==> config.mk <==
export PLATFORM = sky130hd
export DESIGN_NAME = acs_reader
export DESIGN_NICKNAME = d
export VERILOG_FILES = /design/src/acs_pkg.sv /design/src/acs_mem_if.sv /design/src/acs_reader.sv /design/src/acs_uid_mem.sv
export VERILOG_INCLUDE_DIRS = /design/src
export SDC_FILE = /design/constraint.sdc
export NUM_CORES = 1
export LEC_CHECK = 0
export ABC_AREA = 1
export BUFFER_PORTS_ARGS = -buffer_cell sky130_fd_sc_hd__buf_2
export CELL_PAD_IN_SITES_DETAIL_PLACEMENT = 1
export CELL_PAD_IN_SITES_GLOBAL_PLACEMENT = 1
export CORE_AREA = 2 2 143 172
export DETAILED_ROUTE_END_ITERATION = 7
export DIE_AREA = 0 0 145 174
export PLACE_DENSITY = 0.82
export SETUP_SLACK_MARGIN = 0.05
export SLEW_MARGIN = 20
export SYNTH_ARGS = -nofsm -noshare
export SYNTH_HDL_FRONTEND = slang
export SYNTH_HIERARCHICAL = 1
export SYNTH_SLANG_ARGS = --single-unit
==> constraint.sdc <==
create_clock -name clk_i -period 6.1 [get_ports clk_i]
set_input_delay 0.305 -clock clk_i [delete_from_list [all_inputs] [get_ports clk_i]]
set_output_delay 0.305 -clock clk_i [all_outputs]
set_load 0.02 [all_outputs]
==> src/acs_params.svh <==
// constants of the anticollision and select sequencer
`ifndef ACS_PARAMS_SVH
`define ACS_PARAMS_SVH

`define ACS_SEL_LVL1    8'h93
`define ACS_SEL_LVL2    8'h95
`define ACS_SEL_LVL3    8'h97
`define ACS_NVB_ANTI    8'h20
`define ACS_NVB_SEL     8'h70
`define ACS_CASCADE_TAG 8'h88
`define ACS_RATS_CMD    8'hE0
`define ACS_RATS_PARAM  8'h01
`define ACS_DESEL_CMD   8'hC2
`define ACS_SIZE_SINGLE 2'b00
`define ACS_SIZE_DOUBLE 2'b01
`define ACS_SIZE_TRIPLE 2'b10
`define ACS_SIZE_POS    6
`define ACS_CASC_BIT    2
`define ACS_UID_BITS    6'd32
`define ACS_LVL_BYTES   4'd5
`define ACS_ANTI_LEN    3'd2
`define ACS_SEL_LEN     3'd7
`define ACS_RATS_LEN    3'd2
`define ACS_DESEL_LEN   3'd1
`define ACS_RATS_TRIES  1'b1

`endif

==> src/acs_pkg.sv <==
// types of the anticollision and select sequencer
package acs_pkg;

	typedef enum logic [3:0] {
		ST_IDLE  = 4'b0000,
		ST_TXF   = 4'b0001,
		ST_TXW   = 4'b0010,
		ST_TXL   = 4'b0011,
		ST_TXB   = 4'b0100,
		ST_RX    = 4'b0101,
		ST_WRB   = 4'b0110,
		ST_DONE  = 4'b0111,
		ST_FAIL  = 4'b1000
	} acs_state_t;

	typedef enum logic [2:0] {
		FR_ANTI  = 3'b000,
		FR_PART  = 3'b001,
		FR_SEL   = 3'b010,
		FR_RATS  = 3'b011,
		FR_DESEL = 3'b100
	} acs_frame_t;

endpackage : acs_pkg

==> src/acs_mem_if.sv <==
// carrier between the sequencer and its identifier store
`timescale 1ns/100ps
interface acs_mem_if;
	logic       wr_en;
	logic [3:0] wr_addr;
	logic [7:0] wr_data;
	logic [3:0] rd_addr;
	logic [7:0] rd_data;

	modport ctrl (output wr_en, output wr_addr, output wr_data, output rd_addr, input rd_data);
	modport mem  (input wr_en, input wr_addr, input wr_data, input rd_addr, output rd_data);
endinterface : acs_mem_if

==> src/acs_reader.sv <==
// reader-side anticollision, select and answer-to-select sequencer
`timescale 1ns/100ps
`include "acs_params.svh"

// What this block does
// answer to request b8 b7 give identifier size
// level one starts with anticollision 93 20
// single size: select 93 70, four bytes, check
// tagged level one reply selected with 93 70 88
// select acknowledge b3 is the cascade flag
// cascade after level one sends 95 20
// level two select with 95 70 or tagged
// level three sends 97 20 then 97 70
// card answers first anticollision fully colliding
// send 93, NVB, k resolved bits per step
// optional 93 60 full-length anticollision, skipped here
// after resolution select 93 70, own check byte
// silent answer to select: retry request once
// still no valid answer: send deselect
// bad CRC answer treated as silence
// check byte is xor of four bytes
module acs_reader
	import acs_pkg::*;
(
	// clock and reset
	input  wire logic       clk_i,
	input  wire logic       sys_rst_i,
	// answer to request from the framer
	input  wire logic       atqa_valid_i,
	input  wire logic [7:0] atqa_i,
	// command frames towards the framer
	output logic            tx_valid_o,
	output logic [7:0]      tx_data_o,
	output logic            tx_last_o,
	output logic [2:0]      tx_bits_o,
	output logic            tx_crc_o,
	input  wire logic       tx_ready_i,
	// card replies from the framer
	input  wire logic       rx_valid_i,
	input  wire logic [7:0] rx_data_i,
	input  wire logic       rx_last_i,
	input  wire logic       rx_coll_i,
	input  wire logic       rx_crc_err_i,
	input  wire logic       rx_timeout_i,
	// result
	output logic            done_o,
	output logic            fail_o,
	output logic [1:0]      size_o
);

	typedef struct packed {
		acs_state_t st;
		acs_frame_t kind;
		logic [2:0] idx;
		logic [2:0] len;
		logic [1:0] lvl;
		logic [1:0] size;
		logic [5:0] k;
		logic [31:0] res;
		logic [7:0] bcc;
		logic       retried;
		logic       coll;
		logic       bad;
		logic       tx_valid;
		logic [7:0] tx_data;
		logic       tx_last;
		logic [2:0] tx_bits;
		logic       tx_crc;
		logic       done;
		logic       fail;
		logic       mwe;
		logic [3:0] mwa;
		logic [7:0] mwd;
		logic [3:0] mra;
	} acs_regs_t;

	acs_regs_t q, d;
	acs_mem_if mem_bus ();

	acs_uid_mem #(.DEPTH(16)) u_mem (
		.clk_i  (clk_i),
		.mem_if (mem_bus.mem)
	);

	assign mem_bus.wr_en   = q.mwe;
	assign mem_bus.wr_addr = q.mwa;
	assign mem_bus.wr_data = q.mwd;
	assign mem_bus.rd_addr = q.mra;

	// ----------------------------------------
	// helpers
	// ----------------------------------------
	function automatic logic [7:0] lvl_cmd(input logic [1:0] lvl);
		unique case (lvl)
			2'd0: lvl_cmd = `ACS_SEL_LVL1;
			2'd1: lvl_cmd = `ACS_SEL_LVL2;
			default: lvl_cmd = `ACS_SEL_LVL3;
		endcase
	endfunction : lvl_cmd

	function automatic logic [3:0] lvl_base(input logic [1:0] lvl, input logic [2:0] idx);
		lvl_base = 4'(lvl * `ACS_LVL_BYTES) + 4'(idx);
	endfunction : lvl_base

	function automatic logic [7:0] xor4(input logic [31:0] w);
		xor4 = w[7:0] ^ w[15:8] ^ w[23:16] ^ w[31:24];
	endfunction : xor4

	// byte count of a partial anticollision frame holding k bits
	function automatic logic [2:0] part_len(input logic [5:0] k);
		part_len = 3'd2 + 3'(k[5:3]) + 3'(k[2:0] != 3'd0);
	endfunction : part_len

	function automatic logic [7:0] frame_byte(input acs_frame_t kind, input logic [2:0] idx,
			input logic [1:0] lvl, input logic [5:0] k, input logic [31:0] res, input logic [7:0] mb);
		frame_byte = 8'h00;
		unique case (kind)
			FR_ANTI: frame_byte = (idx == 3'd0) ? lvl_cmd(lvl) : `ACS_NVB_ANTI;
			FR_PART: begin
				if (idx == 3'd0) begin
					frame_byte = `ACS_SEL_LVL1;
				end else if (idx == 3'd1) begin
					frame_byte = {4'(3'd2 + 3'(k[5:3])), 1'b0, k[2:0]};
				end else begin
					frame_byte = res[8*(idx-3'd2) +: 8];
				end
			end
			FR_SEL:  frame_byte = (idx == 3'd0) ? lvl_cmd(lvl) :
				(idx == 3'd1) ? `ACS_NVB_SEL : mb;
			FR_RATS: frame_byte = (idx == 3'd0) ? `ACS_RATS_CMD : `ACS_RATS_PARAM;
			FR_DESEL: frame_byte = `ACS_DESEL_CMD;
			default: frame_byte = 8'h00;
		endcase
	endfunction : frame_byte

	function automatic logic [2:0] frame_len(input acs_frame_t kind, input logic [5:0] k);
		unique case (kind)
			FR_ANTI:  frame_len = `ACS_ANTI_LEN;
			FR_PART:  frame_len = part_len(k);
			FR_SEL:   frame_len = `ACS_SEL_LEN;
			FR_RATS:  frame_len = `ACS_RATS_LEN;
			default:  frame_len = `ACS_DESEL_LEN;
		endcase
	endfunction : frame_len

	// ----------------------------------------
	// sequencer
	// ----------------------------------------
	always_comb begin
		d = q;
		d.mwe = 1'b0;
		// verdicts stand one cycle only, so idle must not keep them
		d.done = 1'b0;
		d.fail = 1'b0;
		unique case (q.st)
			ST_IDLE: begin
				if (atqa_valid_i) begin
					d.size = atqa_i[`ACS_SIZE_POS +: 2];
					d.lvl = 2'd0;
					d.k = 6'd0;
					d.res = 32'h0000_0000;
					d.retried = 1'b0;
					d.kind = FR_ANTI;
					d.idx = 3'd0;
					d.st = ST_TXF;
				end
			end
			ST_TXF: begin
				d.len = frame_len(q.kind, q.k);
				d.mra = lvl_base(q.lvl, q.idx - 3'd2);
				d.st = ST_TXW;
			end
			ST_TXW: d.st = ST_TXL; // store read takes one more edge
			ST_TXL: begin
				d.tx_valid = 1'b1;
				d.tx_data = frame_byte(q.kind, q.idx, q.lvl, q.k, q.res, mem_bus.rd_data);
				d.tx_last = (q.idx == q.len - 3'd1);
				d.tx_bits = (q.kind == FR_PART && q.idx == q.len - 3'd1) ? q.k[2:0] : 3'd0;
				d.tx_crc = (q.kind == FR_SEL) || (q.kind == FR_RATS) || (q.kind == FR_DESEL);
				d.st = ST_TXB;
			end
			ST_TXB: begin
				if (tx_ready_i) begin
					d.tx_valid = 1'b0;
					d.idx = q.idx + 3'd1;
					d.st = ST_TXF;
					if (q.tx_last) begin
						d.idx = 3'd0;
						d.bcc = 8'h00;
						d.coll = 1'b0;
						d.bad = 1'b0;
						d.st = (q.kind == FR_DESEL) ? ST_FAIL : ST_RX;
					end
				end
			end
			ST_RX: begin
				if (rx_timeout_i) begin
					if (q.kind == FR_RATS && !q.retried) begin
						d.retried = `ACS_RATS_TRIES;
						d.st = ST_TXF;
					end else if (q.kind == FR_RATS) begin
						d.kind = FR_DESEL;
						d.st = ST_TXF;
					end else begin
						d.st = ST_FAIL;
					end
				end else if (rx_valid_i) begin
					d.idx = q.idx + 3'd1;
					d.coll = q.coll | rx_coll_i;
					unique case (q.kind)
						FR_ANTI: begin
							d.mwe = 1'b1;
							d.mwa = lvl_base(q.lvl, q.idx);
							d.mwd = rx_data_i;
							if (q.idx < 3'd4) begin
								d.bcc = q.bcc ^ rx_data_i;
							end else if (rx_data_i != q.bcc) begin
								d.bad = 1'b1;
							end
							if (q.idx == 3'd0 && q.size != `ACS_SIZE_SINGLE && q.size > q.lvl &&
									rx_data_i != `ACS_CASCADE_TAG) begin
								d.bad = 1'b1;
							end
						end
						default: ;
					endcase
					if (rx_last_i) begin
						d.idx = 3'd0;
						unique case (q.kind)
							FR_ANTI: begin
								if ((q.coll | rx_coll_i) && q.lvl == 2'd0) begin
									d.k = 6'd1;
									d.res[0] = 1'b1;
									d.kind = FR_PART;
									d.st = ST_TXF;
								end else if (d.bad) begin
									d.st = ST_FAIL;
								end else begin
									d.kind = FR_SEL;
									d.st = ST_TXF;
								end
							end
							FR_PART: begin
								// every step fixes one more bit as 1; 93 60 step is skipped
								if (q.k == `ACS_UID_BITS - 6'd1) begin
									d.k = `ACS_UID_BITS;
									d.res[31] = 1'b1;
									d.st = ST_WRB;
								end else begin
									d.k = q.k + 6'd1;
									d.res[q.k[4:0]] = 1'b1;
									d.st = ST_TXF;
								end
							end
							FR_SEL: begin
								if (rx_data_i[`ACS_CASC_BIT] && q.lvl < 2'd2) begin
									d.lvl = q.lvl + 2'd1;
									d.kind = FR_ANTI;
								end else begin
									d.kind = FR_RATS;
									d.retried = 1'b0;
								end
								d.st = ST_TXF;
							end
							FR_RATS: begin
								if (rx_crc_err_i && !q.retried) begin
									d.retried = `ACS_RATS_TRIES;
									d.st = ST_TXF;
								end else if (rx_crc_err_i) begin
									d.kind = FR_DESEL;
									d.st = ST_TXF;
								end else begin
									d.st = ST_DONE;
								end
							end
							default: d.st = ST_FAIL;
						endcase
					end
				end
			end
			ST_WRB: begin
				d.mwe = 1'b1;
				d.mwa = lvl_base(2'd0, q.idx);
				d.mwd = (q.idx == 3'd4) ? xor4(q.res) : q.res[8*q.idx[1:0] +: 8];
				d.idx = q.idx + 3'd1;
				if (q.idx == 3'd4) begin
					d.idx = 3'd0;
					d.kind = FR_SEL;
					d.st = ST_TXF;
				end
			end
			ST_DONE: begin
				d.done = 1'b1;
				d.st = ST_IDLE;
			end
			ST_FAIL: begin
				d.fail = 1'b1;
				d.st = ST_IDLE;
			end
			default: d.st = ST_IDLE;
		endcase
	end

	always_ff @(posedge clk_i) begin
		if (sys_rst_i) begin
			q <= '0;
		end else begin
			q <= d;
		end
	end

	assign tx_valid_o = q.tx_valid;
	assign tx_data_o  = q.tx_data;
	assign tx_last_o  = q.tx_last;
	assign tx_bits_o  = q.tx_bits;
	assign tx_crc_o   = q.tx_crc;
	assign done_o     = q.done;
	assign fail_o     = q.fail;
	assign size_o     = q.size;
endmodule : acs_reader

==> src/acs_uid_mem.sv <==
// identifier byte store: three cascade levels of five bytes, registered read
`timescale 1ns/100ps
module acs_uid_mem #(
	parameter int DEPTH = 16
) (
	// clock
	input wire logic clk_i,
	// access
	acs_mem_if.mem   mem_if
);
	logic [7:0] store_q [DEPTH];
	logic [7:0] rd_q;

	always_ff @(posedge clk_i) begin
		if (mem_if.wr_en) begin
			store_q[mem_if.wr_addr] <= mem_if.wr_data;
		end
		rd_q <= store_q[mem_if.rd_addr];
	end

	assign mem_if.rd_data = rd_q;
endmodule : acs_uid_mem

==> results.yml <==
synth:
  syn_nets: 1474
  synth_area_um2: 11840
  ys_warn_count: 6
  syn_area_per_cell_um2: 8.316
  ys_seq_area_share_pct: 50.55
  synth.largest_area_cell: "edfxtp_1"
  synth_ff_type: "edfxtp_1"
  yosys.area.top_type_share_pct: 32.46
  synth_area_leaders: "edfxtp_1 (32%), dfxtp_1 (18%), nand2_1 (11%), inv_1 (6.3%), nand3_1 (5.4%)"
  netlist_instances: 1424
  synth.most_common_cell: "nand2_1"
  synth_edf_count: 128
  synth_cell_types: 48
  ys_top_cells_by_count: "nand2_1 (355), inv_1 (200), edfxtp_1 (128)"
  synthArstFlopShare_pct: 0
  ys_ff_latch: 235
worst_setup_path:
  cp.buffers_inverters: 2
  rrSetupSlack_ps: 3150
  crit_type: "flop to flop"
  end_kind: "flop"
  crit_path_top_delay_cell: "nor2_1"
  max_stage_delay_ps: 390
  cp_common_cell: "nand3_1"
  critical-path-top-delay-family: "simple AND/OR/NAND/NOR gates"
  rr_endpoint: "tx_data_o[6]$_SDFFE_PP0P_"
  worst_ep_arrival_time_ps: 3400
  critPathLaunchType: "flop"
  r2r_start: "q[90]$_SDFFE_PP0P_"
  worst_ep_required_time_ps: 6550
  crit_fanout: 12
  reg2reg_depth: 11
  cp_cell_sequence: "clkinv_1 -> ha_1 -> nand2_1 -> inv_1 -> nor2_1 -> nand3_1 -> o21ai_0 -> nand3_1 -> nand3_1 -> nand2_1 -> a21oi_1"
global_route:
  gr-total-overflow: 0
  grt_pass1_vias: 10225
  grt_usage_pct: 26.87
  grt_max_degree: 66
  grt_pass1_wl_um: 54010
  antenna_found_initial: 0
hold_path:
  hold_path.startpoint: "atqa_i[7]"
  hp-class: "input pin to flop"
  hold_depth: 3
  min_to: "size_o[1]$_SDFFE_PP0P_"
placed_design:
  routabilityCongestion: 0.8839
  io_buffer_count: 36
  dp_hpwl_um: 23220
floorplanning:
  core_um2: 23660
  die_h_um: 174
  initial_core_util_pct: 50.05
  fp.dieW_um: 145
  die_area_um2: 25230
  io-pin-count: 43
  num_rows: 62
job:
  drv_cap: 0
cts:
  htreeDepth: 1
  clockBufferDepth: 3
  hold_buffers: 1
  cts_buffers: 24
  clkTransAtPathRegs_ps: 60
  cts_tree: "yes"
  post_cts_buffers: 0
  clk_latency_ps: 530
  cts-root-buf: "clkbuf_16"
  cts.sinks: 235
  post_cts_resized: 0
sta:
  clock.fmax_ghz: 0.3392
  grt_setup_unrepaired: "no"
  tightest_slew_ps: 1036
  clock_skew_ps: 12.32
  maxSlewViolCount: 0
  final.period_utilization_pct: 48.32
  fin_crit_ps: 2948
  setup-tns-final_ps: 0
  setup_viol: 0
  final-hold-violation-count: 0
  worst_slew_margin_rel_pct: 30.67
  hold_slack_ps: 56.53
power:
  vdd_ir_drop_max_uv: 211.3
  power.density_nw_per_um2: 299.7
  p_leak_nw: 5.362
detailed_routing:
  dr.pass1.iters: 5
  first_iter_violations: 543
  wire_per_inst_um: 19.41
  ant_nets: 0
  vias: 9714
  via_per_inst: 5.501
  wl_um: 34280
  drc: 0
run_status:
  status: "finished clean"
finish:
  drive_above_1_share_pct: 10.17
  fill_cells: 2866
  area_growth_pct: 9.204
  nNetsFinal: 1477
[area by class of cell]
| cell class | count | area, um^2 | area share [%] |
|---|---|---|---|
| Tap cell | 320 | 400.4 | 3.096 |
| Clock inverter | 10 | 112.6 | 0.8708 |
| Inverter | 224 | 845.8 | 6.541 |
| Sequential cell | 235 | 5987 | 46.30 |
| Clock buffer | 34 | 730.7 | 5.651 |
| Multi-Input combinational cell | 898 | 4609 | 35.65 |
| Timing Repair Buffer | 44 | 242.7 | 1.877 |
| Antenna cell | 1 | 2.502 | 0.01935 |
[where the power goes]
part           total, mW  internal (mW)  leakage, nW  switching (mW)
combinational      0.577          0.166         2.99           0.411
clock               1.55          0.921        0.402           0.627
sequential          1.75           1.70         1.97          0.0497
[registers in the layout, indices dropped and copies added, names as in the netlist, 2 cells and up]
signal,count
mem_bus.wr_addr,4
tx_data_o,8
mem_bus.rd_addr,4
mem_bus.wr_data,8
u_mem/mem_if.rd_data,8
q,64
u_mem/store_q,128
tx_bits_o,3
size_o,2
[cells in the final DEF (no fill, tap or decap), types with 3 or more instances in the layout]
cell type	n
nand2_1	354
inv_1	200
edfxtp_1	128
nand3_1	127
dfxtp_1	106
a21oi_1	100
o21ai_0	69
nor2_1	67
buf_2	36
clkbuf_16	26
ha_1	23
inv_2	21
nor3_1	21
a31oi_1	16
xor2_1	15
a211oi_1	13
nor2_4	12
o211ai_1	12
xnor2_1	9
nand2_2	7
o21ai_1	7
buf_4	7
nor2_2	6
nand4_1	6
a211oi_2	5
clkbuf_8	5
clkinvlp_4	4
a22oi_1	3
clkbuf_1	3
[worst max path at each step]
stage	slack, ps	start	to	depth (start not counted)
3_3_place_gp	3300	q[90]$_SDFFE_PP0P_	q[90]$_SDFFE_PP0P_	9
2_1_floorplan	3880	q[90]$_SDFFE_PP0P_	tx_data_o[1]$_SDFFE_PP0P_	12
6_report	3150	q[90]$_SDFFE_PP0P_	tx_data_o[6]$_SDFFE_PP0P_	11
5_1_grt	2870	q[90]$_SDFFE_PP0P_	q[90]$_SDFFE_PP0P_	9
3_5_place_dp	3190	q[90]$_SDFFE_PP0P_	q[90]$_SDFFE_PP0P_	9
4_1_cts	3170	q[90]$_SDFFE_PP0P_	q[90]$_SDFFE_PP0P_	9
[layer usage]
metal  wire (um)  part of all wire [%]  track usage (%)  vias to the layer above
met4        1332                   3.9            10.40                        0
met3        1169                   3.4            2.782                       71
met1       13550                    40            30.74                     4768
li1            -                     -                -                     4663
met2       18230                    53            51.27                      212
met5           0                     0                0                        -
[per-stage QoR]
step / setup WS (ps) / area [um^2] / util [%] / power (mW) / std cells
after floorplan: 3878 / 11840 / - / 2.178 / 1424
after global placement: 3300 / 12070 / 51.03 / 2.324 / 1720
after detailed placement: 3194 / 12070 / 51.03 / 2.339 / 1720
after CTS: 3170 / 12930 / 54.63 / 3.894 / 1765
after global routing: 2874 / 12930 / 54.64 / 4.008 / 1765
final: 3152 / 12930 / 54.65 / 3.875 / 1766
[kinds of logic after synthesis]
kind of cell	synth area share (%)
AOI/OAI and AO/OA	11.88
xor gates and xnor gates	1.775
adders and majority gates	2.768
buffers and inverters	10.55
DFF	50.55
and+or+nand+nor	22.49
[worst register-to-register path, stage by stage, from the launching register on]
cell	delay, ps
dfxtp_1	340
clkinv_1	340
ha_1	340
nand2_1	340
inv_1	220
nor2_1	390
nand3_1	210
o21ai_0	150
nand3_1	150
nand3_1	140
nand2_1	80
a21oi_1	180
No activity file was read; power rests on OpenSTA's default activity.
